File: config.mk
export PLATFORM = sky130hd
export DESIGN_NAME = demod_config_controller
export DESIGN_NICKNAME = d
export VERILOG_FILES = /design/src/inc/demod_cfg_pkg.sv /design/src/logic/demod_config_controller.sv
export SDC_FILE = /design/constraint.sdc
export NUM_CORES = 1
export LEC_CHECK = 0
export BUFFER_PORTS_ARGS = -buffer_cell sky130_fd_sc_hd__buf_2
export CAP_MARGIN = 10
export CELL_PAD_IN_SITES_DETAIL_PLACEMENT = 0
export CELL_PAD_IN_SITES_GLOBAL_PLACEMENT = 2
export CORE_MARGIN = 2
export CORE_UTILIZATION = 30
export CTS_CLUSTER_DIAMETER = 120
export DETAILED_ROUTE_END_ITERATION = 10
export PLACE_DENSITY_LB_ADDON = 0.25
export SYNTH_ARGS = -nofsm -noshare
export SYNTH_HDL_FRONTEND = slang
export SYNTH_SLANG_ARGS = --single-unit
export TNS_END_PERCENT = 5
File: constraint.sdc
create_clock -name i_clk -period 2.6 [get_ports i_clk]
set_clock_uncertainty 0.05 [all_clocks]
set_input_delay 0.39 -clock i_clk [delete_from_list [all_inputs] [get_ports i_clk]]
set_output_delay 0.39 -clock i_clk [all_outputs]
set_load 0.05 [all_outputs]
File: src/inc/demod_cfg_pkg.sv
package demod_cfg_pkg;

    // ------------------------------------------------------------
    // Register map (byte addresses)
    // ------------------------------------------------------------
    localparam int         ADDR_W     = 5;
    localparam logic [4:0] A_RATE     = 5'h00;
    localparam logic [4:0] A_FREQ     = 5'h04;
    localparam logic [4:0] A_MODE     = 5'h08;
    localparam logic [4:0] A_SWC      = 5'h0C;
    localparam logic [4:0] A_SWW      = 5'h10;
    localparam logic [4:0] A_RQ       = 5'h14;
    localparam logic [4:0] A_CTRL     = 5'h18;
    localparam int         B_COMMIT   = 0;
    localparam int         B_CLR      = 1;

    // ------------------------------------------------------------
    // Ranges and reset values
    // ------------------------------------------------------------
    localparam logic [27:0] IF_MIN_HZ  = 28'h2FAF080;
    localparam logic [27:0] IF_MAX_HZ  = 28'hABA9500;
    localparam logic [27:0] IF_RST_HZ  = 28'h42C1D80;
    localparam logic [16:0] SWC_MAX    = 17'h088B8;
    localparam logic [16:0] SWC_MIN    = 17'h17748;
    localparam logic [16:0] SWW_MAX    = 17'h11170;
    localparam logic [16:0] SWW_RST    = 17'h0EA60;
    localparam logic [9:0]  RQ_MAX     = 10'h3E7;

    // Data rates in units of 100 bit/s
    localparam logic [17:0] R_64K      = 18'h00280;
    localparam logic [17:0] R_128K     = 18'h00500;
    localparam logic [17:0] R_256K     = 18'h00A00;
    localparam logic [17:0] R_512K     = 18'h01400;
    localparam logic [17:0] R_VAR_RST  = 18'h00180;
    localparam logic [17:0] R_BURST_LO = 18'h000C0;
    localparam logic [17:0] R_BURST_HI = 18'h00240;
    localparam logic [17:0] R_LOW_MAX  = 18'h01400;
    localparam logic [2:0]  PRESET_VAR = 3'h4;
    localparam logic [2:0]  PRESET_RST = 3'h0;

    localparam logic [3:0]  BER_NONE   = 4'h0;
    localparam logic [3:0]  BER_EXP_LO = 4'h3;
    localparam logic [3:0]  BER_EXP_HI = 4'h8;

    // ------------------------------------------------------------
    // Timing
    // ------------------------------------------------------------
    localparam int CLK_PERIOD_NS = 4;
    localparam int REACQ_UNIT_S  = 1;
    localparam int CYC_PER_SEC   = 1_000_000_000 / CLK_PERIOD_NS * REACQ_UNIT_S;

    // ------------------------------------------------------------
    // Types
    // ------------------------------------------------------------
    typedef enum logic [3:0] {
        CR_BPSK_12, CR_QPSK_12, CR_OQPSK_12, CR_QPSK_34, CR_OQPSK_34,
        CR_QPSK_78, CR_OQPSK_78, CR_8PSK_23, CR_BPSK_11, CR_QPSK_11,
        CR_OQPSK_11, CR_BPSK_2144, CR_BPSK_516, CR_8PSK_34
    } code_e;

    typedef enum logic [1:0] {RS_OFF, RS_ON, RS_CORR_OFF, RS_BAD} rs_e;

    typedef struct packed {
        logic [2:0]  preset;
        code_e       code;
        logic [17:0] rate;
        logic [27:0] freq;
        logic        descr;
        logic        diff;
        logic        rf;
        logic        ifl;
        logic [3:0]  ber;
        rs_e         rs;
        logic [16:0] swc;
        logic [16:0] sww;
        logic [9:0]  rq;
    } cfg_s;

    localparam cfg_s CFG_RST = '{PRESET_RST, CR_QPSK_12, R_VAR_RST, IF_RST_HZ,
                                 1'b1, 1'b1, 1'b0, 1'b0, BER_NONE, RS_OFF,
                                 17'h00000, SWW_RST, 10'h000};

endpackage

File: src/logic/demod_config_controller.sv
`timescale 1ns/10ps
module demod_config_controller #(
    parameter int CYC_PER_SEC = demod_cfg_pkg::CYC_PER_SEC,
    parameter int BER_REP_W   = 16
) (
    input  wire logic                  i_clk,
    input  wire logic                  i_srst,
    input  wire logic [4:0]            i_avs_address,
    input  wire logic                  i_avs_read,
    input  wire logic                  i_avs_write,
    input  wire logic [31:0]           i_avs_writedata,
    input  wire logic [3:0]            i_avs_byteenable,
    output logic      [31:0]           o_avs_readdata,
    output logic                       o_avs_waitrequest,
    input  wire logic                  i_burst_mode,
    input  wire logic                  i_low_var_rate,
    input  wire logic                  i_closed_network_overhead,
    input  wire logic                  i_seq_encoder,
    input  wire logic                  i_rs_ok,
    input  wire logic [27:0]           i_tx_freq,
    input  wire logic                  i_lock,
    input  wire logic [3:0]            i_ber_exp,
    input  wire logic [BER_REP_W-1:0]  i_inner_ber,
    input  wire logic [BER_REP_W-1:0]  i_outer_ber,
    output logic                       o_tx_off,
    output logic                       o_beep2,
    output logic                       o_rx_fault,
    output demod_cfg_pkg::code_e       o_code_rate,
    output logic      [17:0]           o_data_rate,
    output logic      [27:0]           o_tune_freq,
    output logic                       o_if_loop,
    output logic                       o_descr_en,
    output logic                       o_diffdec_en,
    output demod_cfg_pkg::rs_e         o_rs_mode,
    output logic      [BER_REP_W-1:0]  o_ber_report,
    output logic      [16:0]           o_sweep_center,
    output logic      [16:0]           o_sweep_width,
    output logic                       o_sweep_directed,
    output logic                       o_sweep_narrow
);

    // ------------------------------------------------------------
    // Parameter check
    // ------------------------------------------------------------
    if (CYC_PER_SEC < 2 || BER_REP_W < 1) begin : g_bad
        $error("demod_config_controller: bad parameter");
    end

    localparam int SEC_W = $clog2(CYC_PER_SEC + 1);
    localparam logic [SEC_W-1:0] SEC_LAST = SEC_W'(CYC_PER_SEC - 1);

    typedef enum logic {ACQ_NORMAL, ACQ_NARROW} acq_e;

    typedef struct packed {
        demod_cfg_pkg::cfg_s   stg;
        demod_cfg_pkg::cfg_s   act;
        demod_cfg_pkg::code_e  code;
        logic [17:0]           rate;
        logic [27:0]           tune;
        logic [31:0]           rdata;
        logic                  ack;
        logic                  tx_off;
        logic                  beep;
        logic                  fault;
        logic                  diff_o;
        logic                  lk1;
        logic                  lk2;
        logic                  lk3;
        logic                  rej_rate;
        logic                  rej_rs;
        logic                  rej_val;
        acq_e                  acq;
        logic [SEC_W-1:0]      sec;
        logic [9:0]            rq_left;
        logic [BER_REP_W-1:0]  ber;
    } st_s;

    localparam st_s ST_RST = '{demod_cfg_pkg::CFG_RST, demod_cfg_pkg::CFG_RST,
                               demod_cfg_pkg::CR_QPSK_12, demod_cfg_pkg::R_64K,
                               demod_cfg_pkg::IF_RST_HZ, 32'h00000000,
                               1'b0, 1'b0, 1'b0, 1'b0, 1'b1, 1'b0, 1'b0, 1'b0,
                               1'b0, 1'b0, 1'b0, ACQ_NORMAL, '0, 10'h000, '0};

    st_s s;
    st_s n;

    // ------------------------------------------------------------
    // Decoding helpers
    // ------------------------------------------------------------
    function automatic logic [31:0] pack(demod_cfg_pkg::cfg_s c, logic [4:0] a);
        logic [31:0] w;
        w = 32'h00000000;
        case (a)
            demod_cfg_pkg::A_RATE: w = {6'h00, c.rate, c.code, 1'b0, c.preset};
            demod_cfg_pkg::A_FREQ: w = {4'h0, c.freq};
            demod_cfg_pkg::A_MODE: w = {22'h000000, c.rs, c.ber, c.ifl, c.rf,
                                        c.diff, c.descr};
            demod_cfg_pkg::A_SWC:  w = {{15{c.swc[16]}}, c.swc};
            demod_cfg_pkg::A_SWW:  w = {15'h0000, c.sww};
            demod_cfg_pkg::A_RQ:   w = {22'h000000, c.rq};
            default:               w = 32'h00000000;
        endcase
        return w;
    endfunction

    function automatic logic is34(demod_cfg_pkg::code_e c);
        return c == demod_cfg_pkg::CR_QPSK_34 || c == demod_cfg_pkg::CR_OQPSK_34
            || c == demod_cfg_pkg::CR_8PSK_34;
    endfunction

    function automatic logic burst_ok(demod_cfg_pkg::code_e c, logic [17:0] r);
        return c == demod_cfg_pkg::CR_QPSK_12
            && (r == demod_cfg_pkg::R_BURST_LO || r == demod_cfg_pkg::R_BURST_HI);
    endfunction

    function automatic logic [17:0] preset_rate(logic [2:0] p);
        case (p)
            3'h0:    return demod_cfg_pkg::R_64K;
            3'h1:    return demod_cfg_pkg::R_128K;
            3'h2:    return demod_cfg_pkg::R_256K;
            default: return demod_cfg_pkg::R_512K;
        endcase
    endfunction

    // ------------------------------------------------------------
    // Bus decode and commit checks
    // ------------------------------------------------------------
    logic                  bus_go;
    logic                  commit;
    logic                  lock_fall;
    logic [31:0]           wr;
    demod_cfg_pkg::code_e  c_code;
    logic [17:0]           c_rate;
    logic                  c_ok;
    logic                  f_ok;
    logic                  b_ok;
    logic                  sw_ok;

    assign bus_go    = (i_avs_read | i_avs_write) & ~s.ack;
    assign commit    = i_avs_write & s.ack & (i_avs_address == demod_cfg_pkg::A_CTRL)
                     & i_avs_byteenable[0] & i_avs_writedata[demod_cfg_pkg::B_COMMIT];
    assign lock_fall = s.lk3 & ~s.lk2;

    always_comb begin
        n = s;
        wr = pack(s.stg, i_avs_address);
        for (int i = 0; i < 4; i++) begin
            wr[i*8 +: 8] = i_avs_byteenable[i] ? i_avs_writedata[i*8 +: 8] : wr[i*8 +: 8];
        end
        // Presets are fixed QPSK 1/2; only the variable slot is edited
        if (s.stg.preset < demod_cfg_pkg::PRESET_VAR) begin
            c_code = demod_cfg_pkg::CR_QPSK_12;
            c_rate = preset_rate(s.stg.preset);
        end else begin
            c_code = s.stg.code;
            c_rate = s.stg.rate;
        end
        c_ok = s.stg.preset <= demod_cfg_pkg::PRESET_VAR
            && s.stg.code <= demod_cfg_pkg::CR_8PSK_34
            && c_rate != 18'h00000
            && !(i_burst_mode && !burst_ok(c_code, c_rate))
            && !(is34(c_code) && i_closed_network_overhead
                 && i_seq_encoder)
            && !(i_low_var_rate && c_rate > demod_cfg_pkg::R_LOW_MAX);
        f_ok = s.stg.freq >= demod_cfg_pkg::IF_MIN_HZ
            && s.stg.freq <= demod_cfg_pkg::IF_MAX_HZ;
        b_ok = s.stg.ber == demod_cfg_pkg::BER_NONE
            || (s.stg.ber >= demod_cfg_pkg::BER_EXP_LO
                && s.stg.ber <= demod_cfg_pkg::BER_EXP_HI);
        sw_ok = $signed(s.stg.swc) >= $signed(demod_cfg_pkg::SWC_MIN)
             && $signed(s.stg.swc) <= $signed(demod_cfg_pkg::SWC_MAX)
             && s.stg.sww <= demod_cfg_pkg::SWW_MAX;

        n.tx_off = 1'b0;
        n.beep   = 1'b0;
        n.ack    = bus_go;
        n.lk1    = i_lock;
        n.lk2    = s.lk1;
        n.lk3    = s.lk2;

        // Reads show committed values so the current state is visible
        if (bus_go && i_avs_read) begin
            if (i_avs_address == demod_cfg_pkg::A_CTRL) begin
                n.rdata = {26'h0000000, s.rej_val, s.rej_rs, s.rej_rate, s.lk2,
                           s.acq == ACQ_NARROW, s.fault};
            end else begin
                n.rdata = pack(s.act, i_avs_address);
            end
        end

        // Writes land at the edge that sees waitrequest low; A_CTRL clears flags or commits, other addresses hit the staged copy only
        if (i_avs_write && s.ack) begin
            case (i_avs_address)
                demod_cfg_pkg::A_RATE: begin
                    n.stg.preset = wr[2:0];
                    n.stg.code   = demod_cfg_pkg::code_e'(wr[7:4]);
                    n.stg.rate   = wr[25:8];
                end
                demod_cfg_pkg::A_FREQ: n.stg.freq = wr[27:0];
                demod_cfg_pkg::A_MODE: begin
                    n.stg.descr = wr[0];
                    n.stg.diff  = wr[1];
                    n.stg.rf    = wr[2];
                    n.stg.ifl   = wr[3];
                    n.stg.ber   = wr[7:4];
                    n.stg.rs    = demod_cfg_pkg::rs_e'(wr[9:8]);
                end
                demod_cfg_pkg::A_SWC: n.stg.swc = wr[16:0];
                demod_cfg_pkg::A_SWW: n.stg.sww = wr[16:0];
                demod_cfg_pkg::A_RQ:  n.stg.rq  = wr[9:0];
                demod_cfg_pkg::A_CTRL: begin
                    if (i_avs_byteenable[0] && wr[demod_cfg_pkg::B_CLR]) begin
                        n.rej_rate = 1'b0;
                        n.rej_rs   = 1'b0;
                        n.rej_val  = 1'b0;
                    end
                end
                default: ;
            endcase
        end

        // --------------------------------------------------------
        // Commit: apply staged settings, later sets beat the clear
        // --------------------------------------------------------
        if (commit) begin
            if (c_ok) begin
                n.act.preset = s.stg.preset;
                n.act.code   = s.stg.code;
                n.act.rate   = s.stg.rate;
                n.code       = c_code;
                n.rate       = c_rate;
                n.tx_off     = c_code != s.code || c_rate != s.rate;
            end else begin
                n.rej_rate = 1'b1;
            end
            if (f_ok) begin
                n.act.freq = s.stg.freq;
            end
            if (b_ok) begin
                n.act.ber = s.stg.ber;
            end
            if (sw_ok && s.stg.rq <= demod_cfg_pkg::RQ_MAX) begin
                n.act.swc = s.stg.swc;
                n.act.sww = s.stg.sww;
                n.act.rq  = s.stg.rq;
            end
            if (!(f_ok && b_ok && sw_ok && s.stg.rq <= demod_cfg_pkg::RQ_MAX)
                || s.stg.rs == demod_cfg_pkg::RS_BAD) begin
                n.rej_val = 1'b1;
            end
            n.act.descr = s.stg.descr;
            n.act.diff  = s.stg.diff;
            // Newly enabled loopback wins; both new gives IF
            n.act.rf    = s.stg.rf & ~(s.stg.ifl & ~s.act.ifl);
            n.act.ifl   = s.stg.ifl & ~(s.stg.rf & s.act.ifl);
            if (s.stg.rs == demod_cfg_pkg::RS_ON && !i_rs_ok) begin
                n.beep   = 1'b1;
                n.rej_rs = 1'b1;
            end else if (s.stg.rs != demod_cfg_pkg::RS_BAD) begin
                n.act.rs = s.stg.rs;
            end
        end

        // --------------------------------------------------------
        // Reacquisition sweep timer
        // --------------------------------------------------------
        case (s.acq)
            ACQ_NORMAL: begin
                if (lock_fall && s.act.rq != 10'h000) begin
                    n.acq     = ACQ_NARROW;
                    n.sec     = '0;
                    n.rq_left = s.act.rq;
                end
            end
            ACQ_NARROW: begin
                if (s.lk2) begin
                    n.acq = ACQ_NORMAL;
                end else if (s.sec == SEC_LAST) begin
                    n.sec     = '0;
                    n.rq_left = s.rq_left - 10'h001;
                    if (s.rq_left == 10'h001) begin
                        n.acq = ACQ_NORMAL;
                    end
                end else begin
                    n.sec = s.sec + SEC_W'(1);
                end
            end
            default: n.acq = ACQ_NORMAL;
        endcase

        // Loopback tunes from TX; the stored frequency is left alone
        n.tune   = (s.act.rf | s.act.ifl) ? i_tx_freq : s.act.freq;
        n.diff_o = s.act.diff & ~i_burst_mode;
        n.fault  = s.act.ber != demod_cfg_pkg::BER_NONE
                   && i_ber_exp < s.act.ber;
        n.ber    = s.act.rs == demod_cfg_pkg::RS_ON ? i_outer_ber
                                                    : i_inner_ber;
    end

    always_ff @(posedge i_clk) begin
        if (i_srst) begin
            s <= ST_RST;
        end else begin
            s <= n;
        end
    end

    // ------------------------------------------------------------
    // Outputs
    // ------------------------------------------------------------
    assign o_avs_waitrequest = bus_go;
    assign o_avs_readdata    = s.rdata;
    assign o_tx_off          = s.tx_off;
    assign o_beep2           = s.beep;
    assign o_rx_fault        = s.fault;
    assign o_code_rate       = s.code;
    assign o_data_rate       = s.rate;
    assign o_tune_freq       = s.tune;
    assign o_if_loop         = s.act.ifl;
    assign o_descr_en        = s.act.descr;
    assign o_diffdec_en      = s.diff_o;
    assign o_rs_mode         = s.act.rs;
    assign o_ber_report      = s.ber;
    assign o_sweep_center    = s.act.swc;
    assign o_sweep_width     = s.act.sww;
    // Full width means the ordinary acquisition sweep
    assign o_sweep_directed  = s.act.sww != demod_cfg_pkg::SWW_MAX;
    assign o_sweep_narrow    = s.acq == ACQ_NARROW;
endmodule

==> After elaboration in Yosys (flattened, before gate mapping) <==
Cells that the tools add are included.
{ "classes": {"add_sub_neg": 2, "n_lt_le_gt_ge": 13, "eq_ne": 27, "n_mux": 28, "n_bitwise": 23, "n_reduce_logical": 58} }
{ "op_table": {"columns": ["op", "count"], "rows": [
  ["$pmux W32 S6", 1],
  ["$pmux W28 S6", 1],
  ["$pmux W39 S2", 1],
  ["$mux W28", 2],
  ["$mux W39", 1],
  ["$pmux W13 S3", 1],
  ["$mux W38", 1],
  ["$le A17 B17 Y1 const B", 2],
  ["$mux W32", 1],
  ["$add A28 B1 Y28 const B", 1],
  ["$eq A28 B28 Y1 const B", 1],
  ["$ge A28 B26 Y1 const B", 1],
  ["$le A28 B28 Y1 const B", 1],
  ["$logic_and A1 B1 Y1", 24],
  ["$mux W8", 3],
  ["$reduce_and A2 Y1", 11],
  ["$eq A18 B10 Y1 const B", 1],
  ["$eq A18 B8 Y1 const B", 1],
  ["$gt A18 B13 Y1 const B", 1],
  ["$mux W18", 1],
  ["$ne A18 B18 Y1", 1],
  ["$reduce_bool A18 Y1", 1],
  ["$ge A17 B17 Y1 const B", 1],
  ["$ne A17 B17 Y1 const B", 1],
  ["other kinds (40)", 90]
]} }
{ "word_totals": {"regBits": 362, "output_inout_bits": 143, "word_cells": 197} }

==> Logic depth before layout (Yosys ltp) <==
Gate-level depths: netlist of the first run.
{ "depth": {"word_depth": 14, "ltp_mapped": 10} }

==> Worst setup path before layout of the first run <==
Ideal clock, no wire load.
{ "synth_timing": {"path_type": "reg-to-reg", "startpoint": "register s (netlist bit o_sweep_narrow)", "endpoint": "register s[43] (netlist name)", "setup_time_ns": 0.091, "arrival_ns": 2.289, "setup_slack_ns": 0.170, "path_stages_with_launch": 7, "period_less_slack_ns": 2.430, "cell_sequence": "dfxtp_1 > clkbuf_1 > clkinv_1 > nor3_1 > clkbuf_1 > o21ai_0 > a311oi_1"} }
{ "synth_between": {"elab_chain_len": 3, "elab_cells_between_ends": 5, "cone_classes": "2 x eq/ne; 1 x mux; 1 x bitwise; 1 x reduce/logical"} }
{ "synth_lines": {"columns": ["element", "line", "rtl"], "rows": [
  ["from (decl)", "demod_config_controller.sv:84", "st_s s;"],
  ["from (signal assigned)", "demod_config_controller.sv:304", "s <= n;"],
  ["$not A1 Y1", null, null],
  ["$ne A2 B2 Y1 (no line)", null, null],
  ["$reduce_and A2 Y1 (no line)", null, null]
]} }
Several ways; a longest one is shown, not always the timed one.
A chain may end at the register's enable or synchronous reset.

==> Final worst setup path of the first run <==
{ "layout_timing": {"startpoint": "register s[361] (netlist name)", "endpoint": "register s (netlist bit o_data_rate[12])"} }
{ "layout_between": {"elab_chain_len": 13, "elab_cells_between_ends": 34, "cone_classes": "3 x order compare; 8 x eq/ne; 3 x mux; 20 x reduce/logical"} }
{ "layout_lines": {"columns": ["element"], "rows": [
  ["branches (longest 13 deep; another with $gt A18 B13 Y1)"]
]} }
Parallel ways; which one is timed is not known.

==> results_dict.tcl, run 1 <==
set metrics [dict create \
    status "complete, no violations" \
    edff_count_synth 0 \
    max-clock-path-buffers 3 \
    placeableCoreArea_um2 57480 \
    h-tree-depth 2 \
    first_iter_violations 1602 \
    dpl.hpwl_mm 52.93 \
    ys_ff_latch 359 \
    synth_cell_type_count 79 \
    swShare_pct 24.26 \
    fin_hold_ws_ns 0.02431 \
    critical_path.endpoint_type "register" \
    crit_fanout 11 \
    power.share.combinational_pct 6.7 \
    first_global_vias 16510 \
    floorplan.die_area_um2 59870 \
    cts_root_buf "clkbuf_16" \
    final_common_cell "dfxtp_1" \
    initial_utilization_pct 30.24 \
    die_width_um 244.7 \
    routed-via-count 17410 \
    postRouteWirelength_mm 71.76 \
    area.growth.synth_to_final_pct 25.73 \
    fin_nets 2569 \
    weighted_congestion_reported_at_the_end_of_routability_driven_placement 0.8730 \
    p_leak_uw 0.008753 \
    netlist_area_um2 17380 \
    layout_common_cells "dfxtp_1 (359), nand2_1 (317), buf_2 (252)" \
    synth.net_count 2324 \
    number_of_endpoints_with_negative_hold_slack_in_the_final_report 0 \
    drv_cap 0 \
    period_minus_slack_ns 2.556 \
    yosysSeqAreaShare_pct 41.35 \
    slew_headroom_pct 48.69 \
    max_slew_violation_total_from_the_final_report 0 \
    ff_latch_area_um2 7187 \
    worstHoldPathType "in2reg" \
    netSwitchingPower_uw 3102 \
    final_min_period_over_clock_period_pct 98.29 \
    cellPowerDensity_nw_per_um2 585.2 \
    cp_data_arrival_time_ns 3.01 \
    gr-total-overflow 0 \
    num_io_pins 258 \
    netlist_instances 2203 \
    seqPwrFrac_pct 43.6 \
    tightest_slew_ns 0.7686 \
    drt-wirelength-per-cell_um 22.10 \
    grt_pass1_wl_mm 106.2 \
    final_cell_area_um2 21850 \
    multi_input_comb_area_um2 8541 \
    grt_setup_unrepaired "yes" \
    fmax_mhz 391.3 \
    route.detailed.vias_per_inst 5.362 \
    num_rows 88 \
    dpl-instance-area_um2 19700 \
    filler_cell_count 6053 \
    critical_path.startpoint_type "register" \
    total_power_uw 12790 \
    cts_inserted_buffers 43 \
    antenna_found_initial 3 \
    worst-setup-path-type "reg2reg" \
    antenna_violating_nets_post_route 0 \
    post_route_cells_drive_above_1_share_pct 22.28 \
    router_iterations_before_antenna_repair 7 \
    cts_tree "built" \
    antenna_cells 0 \
    synthesis.area_per_instance_um2 7.889 \
    grt_use_total_pct 23.25 \
    grt_max_degree 100 \
    worst-endpoint-required_ns 3.05 \
    synth_top_flop_cell "dfxtp_1" \
    setup-violations-final 0 \
    io_buffers 253 \
    clk_pin_slew_worst_paths_ns 0.06 \
    route.detailed.drc 0 \
    cts_sinks 359 \
    worstSkewPairLatency_ns 0.58 \
    vdd_drop_max_mv 0.4459 \
    asyncSetResetFlopFracSynth_pct 0 \
    p_int_uw 9686 \
    ys_warn_count 0 \
    share_clk_of_total_power_pct 49.7 \
    die_y_um 244.7 \
]
## power by group through the flow
stage	sequential, uW	clock, uW	combinational, uW
2_1_floorplan	5690	0	467
3_3_place_gp	5690	0	778
3_5_place_dp	5690	0	781
4_1_cts	5570	6500	853
5_1_grt	5570	6710	913
6_report	5570	6360	857
## layout make-up
| cell class | instances | area share [%] |
|---|---|---|
| multi-input combinational | 1514 | 39.09 |
| clock inverter | 18 | 1.014 |
| sequential | 359 | 32.89 |
| tap | 765 | 4.380 |
| clock buffer | 61 | 5.703 |
| timing repair buffer | 508 | 16.55 |
| inverter | 22 | 0.3779 |
## through the flow
| stage | setup slack [ns] | setup TNS, ns | cells | utilization, % |
|---|---|---|---|---|
| 6_report | 0.04438 | 0 | 3247 | 38.02 |
| 5_1_grt | -0.06356 | -0.3145 | 3247 | 38.02 |
| 4_1_cts | 0.01379 | 0 | 3245 | 37.89 |
| 3_5_place_dp | 0.05425 | 0 | 3106 | 34.27 |
| 3_3_place_gp | 0.07478 | 0 | 3106 | 34.27 |
| 2_1_floorplan | 0.1703 | 0 | 2203 | - |
## routing by layer
| metal | global-route usage (%) | vias up | part of all wire [%] |
|---|---|---|---|
| met1 | 35.11 | 8424 | 49 |
| met4 | 5.057 | 4 | 1.9 |
| met5 | 0 | - | 0.020 |
| met2 | 34.41 | 649 | 42 |
| met3 | 3.685 | 81 | 6.9 |
| li1 | - | 8252 | - |
## critical path, stage by stage (launching register included)
cell and delay [ns]:
dfxtp_1 0.40, or4b_1 0.48, a221o_1 0.38, nor4_2 0.49, a21oi_4 0.17, and3_1 0.29, a211oi_2 0.21
## cells in the mapped netlist, types with 11 or more instances
library cell,count,area (um^2)
o21ai_1,31,155.2
xnor2_1,15,131.4
nor4_1,20,125.1
a22oi_1,43,322.8
mux2i_1,48,480.5
nand2_1,317,1190
nor3_1,41,205.2
buf_4,138,1036
and2_1,25,156.4
a221oi_1,15,131.4
inv_1,21,78.83
a222oi_1,22,220.2
nand2b_1,17,106.4
a311oi_1,12,105.1
a31oi_1,35,219.0
clkbuf_1,150,563.0
nand4_1,74,462.9
nor2b_1,13,81.33
nor2_1,188,705.7
nand3_1,58,290.3
o21ai_0,92,460.4
dfxtp_1,359,7187
and3_1,36,225.2
a211oi_1,11,82.58
a21oi_1,252,1261
## what timing repair did
action,in CTS,in global routing
endpoints found under the setup margin,1,120
resized for setup,2,13
hold endpoints to repair,45,0
buffers inserted,0,2
hold buffers,60,0
pin swaps,0,1
## state kept, by name, indices dropped and copies added (netlist names)
register	count
n	2
o_code_rate	4
o_beep2	1
o_descr_en	1
o_sweep_center	17
o_rx_fault	1
o_diffdec_en	1
o_sweep_narrow	1
o_ber_report	16
o_avs_readdata	29
o_tune_freq	28
o_tx_off	1
o_rs_mode	2
o_data_rate	18
o_sweep_width	17
o_if_loop	1
s	219
## worst paths after layout
path | depth (start not counted) | slack, ns | startpoint | end
worst max-delay path | 6 | 0.04 | s[361] | o_data_rate[12]
worst min register to register | 1 | 0.40 | n[59] | n[58]
worst min-delay path | 3 | 0.02 | i_inner_ber[2] | o_ber_report[2]
worst max register to register | 6 | 0.04 | s[361] | o_data_rate[12]
## kinds of logic (layout without fill, tap and decap cells)
family                     count (synthesis)  count (layout)  synth area share, %
AOI/OAI and AO/OA                        593             593                21.01
xor gates and xnor gates                  22              22                1.109
adders and majority gates                  6               6               0.4320
buffers and inverters                    330             609                10.22
DFF                                      359             359                41.35
muxes                                     50              50                2.959
and+or+nand+nor                          843             843                22.92
Note: power is estimated with default switching activity, not from simulation.
==> inputs of run 2 (changes only) <==
--- a/config.mk
+++ b/config.mk
@@ -13,7 +13,8 @@
 export CORE_UTILIZATION = 30
 export CTS_CLUSTER_DIAMETER = 120
 export DETAILED_ROUTE_END_ITERATION = 10
-export PLACE_DENSITY_LB_ADDON = 0.25
+export PLACE_DENSITY = 0.78
+export SLEW_MARGIN = 20
 export SYNTH_ARGS = -nofsm -noshare
 export SYNTH_HDL_FRONTEND = slang
 export SYNTH_SLANG_ARGS = --single-unit
==> results_dict.tcl, run 2 (synthesized netlist as in run 1, its figures left out) <==
set metrics [dict create \
    status "complete, no violations" \
    grt_max_degree 82 \
    cp_data_arrival_time_ns 2.92 \
    placeableCoreArea_um2 57480 \
    worstSkewPairLatency_ns 0.57 \
    die_y_um 244.7 \
    period_minus_slack_ns 2.538 \
    crit_fanout 21 \
    cts_tree "built" \
    antenna_violating_nets_post_route 0 \
    post_route_cells_drive_above_1_share_pct 21.75 \
    fin_hold_ws_ns 0.02423 \
    cts_sinks 359 \
    hold_path_startpoint "i_lock" \
    max-clock-path-buffers 3 \
    critical_path.startpoint_type "register" \
    postRouteWirelength_mm 70.93 \
    grt_use_total_pct 22.74 \
    tightest_slew_ns 0.6819 \
    area.growth.synth_to_final_pct 23.18 \
    critical_path.endpoint_type "register" \
    timing.critical_path.from "s[345]" \
    timing.rr.start "s[345]" \
    drt-wirelength-per-cell_um 22.12 \
    final_common_cell "dfxtp_1" \
    first_global_vias 16140 \
    worst-setup-path-type "reg2reg" \
    largest_register "s" \
    p_leak_uw 0.008514 \
    layout_common_cells "dfxtp_1 (358), nand2_1 (317), buf_2 (252)" \
    worst-endpoint-required_ns 2.98 \
    num_rows 88 \
    h-tree-depth 2 \
    setup-violations-final 0 \
    vdd_drop_max_mv 0.4167 \
    number_of_flip_flops_in_the_largest_register 219 \
    dpl.hpwl_mm 52.94 \
    filler_cell_count 5942 \
    fmax_mhz 394.1 \
    grt_pass1_wl_mm 103.8 \
    totalNegativeSetupSlack_ns 0 \
    final_min_period_over_clock_period_pct 97.60 \
    route.detailed.vias_per_inst 5.401 \
    first_iter_violations 1726 \
    router_iterations_before_antenna_repair 6 \
    max_slew_violation_total_from_the_final_report 0 \
    total_power_uw 12290 \
    slew_headroom_pct 54.37 \
    worstHoldPathType "in2reg" \
    clk_pin_slew_worst_paths_ns 0.06 \
    fin_nets 2536 \
    routed-via-count 17320 \
    cellPowerDensity_nw_per_um2 574.2 \
    number_of_endpoints_with_negative_hold_slack_in_the_final_report 0 \
    cts_inserted_buffers 43 \
    num_io_pins 258 \
    route.detailed.drc 0 \
    weighted_congestion_reported_at_the_end_of_routability_driven_placement 0.9007 \
    cts_root_buf "clkbuf_16" \
    gr-total-overflow 0 \
    die_width_um 244.7 \
    antenna_cells 0 \
    initial_utilization_pct 30.24 \
    antenna_found_initial 1 \
    drv_cap 0 \
    floorplan.die_area_um2 59870 \
    io_buffers 253 \
]
==> run 2: worst max-delay path, cell delays in order, from the launching register on <==
cell	delay, ns
dfxtp_1	0.30
or4b_1	0.51
a221o_1	0.40
nor4_4	0.33
o211ai_1	0.13
buf_6	0.20
buf_4	0.18
o21ai_0	0.19
a21oi_1	0.08
==> run 2: where the power goes <==
part	internal [uW]	switching, uW
clock network	3460	2440
logic	279	539
registers	5550	27.7
total	9290	3010
==> run 2: final timing paths <==
| path | to | depth (start not counted) | slack, ns |
|---|---|---|---|
| hold / removal | n[59] | 2 | 0.02 |
| hold reg to reg | n[58] | 1 | 0.39 |
| setup / recovery | s[239] | 8 | 0.06 |
| setup reg to reg | s[239] | 8 | 0.06 |
==> run 2: final cells by class <==
| cell class | instances | area (um^2) | area share (%) |
|---|---|---|---|
| well taps | 765 | 957.2 | 4.471 |
| multi-input cells | 1514 | 8531 | 39.85 |
| inverters | 22 | 82.58 | 0.3857 |
| flip-flops and latches | 359 | 7188 | 33.58 |
| repair buffers | 475 | 3312 | 15.47 |
| clock inverters | 7 | 60.06 | 0.2805 |
| clock buffers | 64 | 1277 | 5.967 |
==> run 2: per-layer routing <==
metal	global-route usage (%)	vias to the layer above	share of wire, %
met4	7.855	2	3.3
met5	0	-	0.0099
met3	5.117	125	8.8
met1	31.75	8239	45
li1	-	8182	-
met2	34.35	768	43
==> run 2: timing repair <==
item / in CTS / in global routing
setup endpoints to repair: 1 / 97
resized for setup: 1 / 14
hold buffers: 38 / 0
setup buffers: 0 / 0
endpoints found under the hold margin: 30 / 0
pin swaps: 0 / 3
==> run 2: metrics by stage <==
step	instance area, um^2	setup slack (ns)	cells	util (%)
4_1_cts	21340	0.01103	3206	37.13
3_5_place_dp	19620	0.02341	3097	34.13
3_3_place_gp	19620	0.05373	3097	34.13
2_1_floorplan	17380	0.1703	2203	-
6_report	21410	0.06248	3206	37.25
5_1_grt	21410	-0.04408	3206	37.25
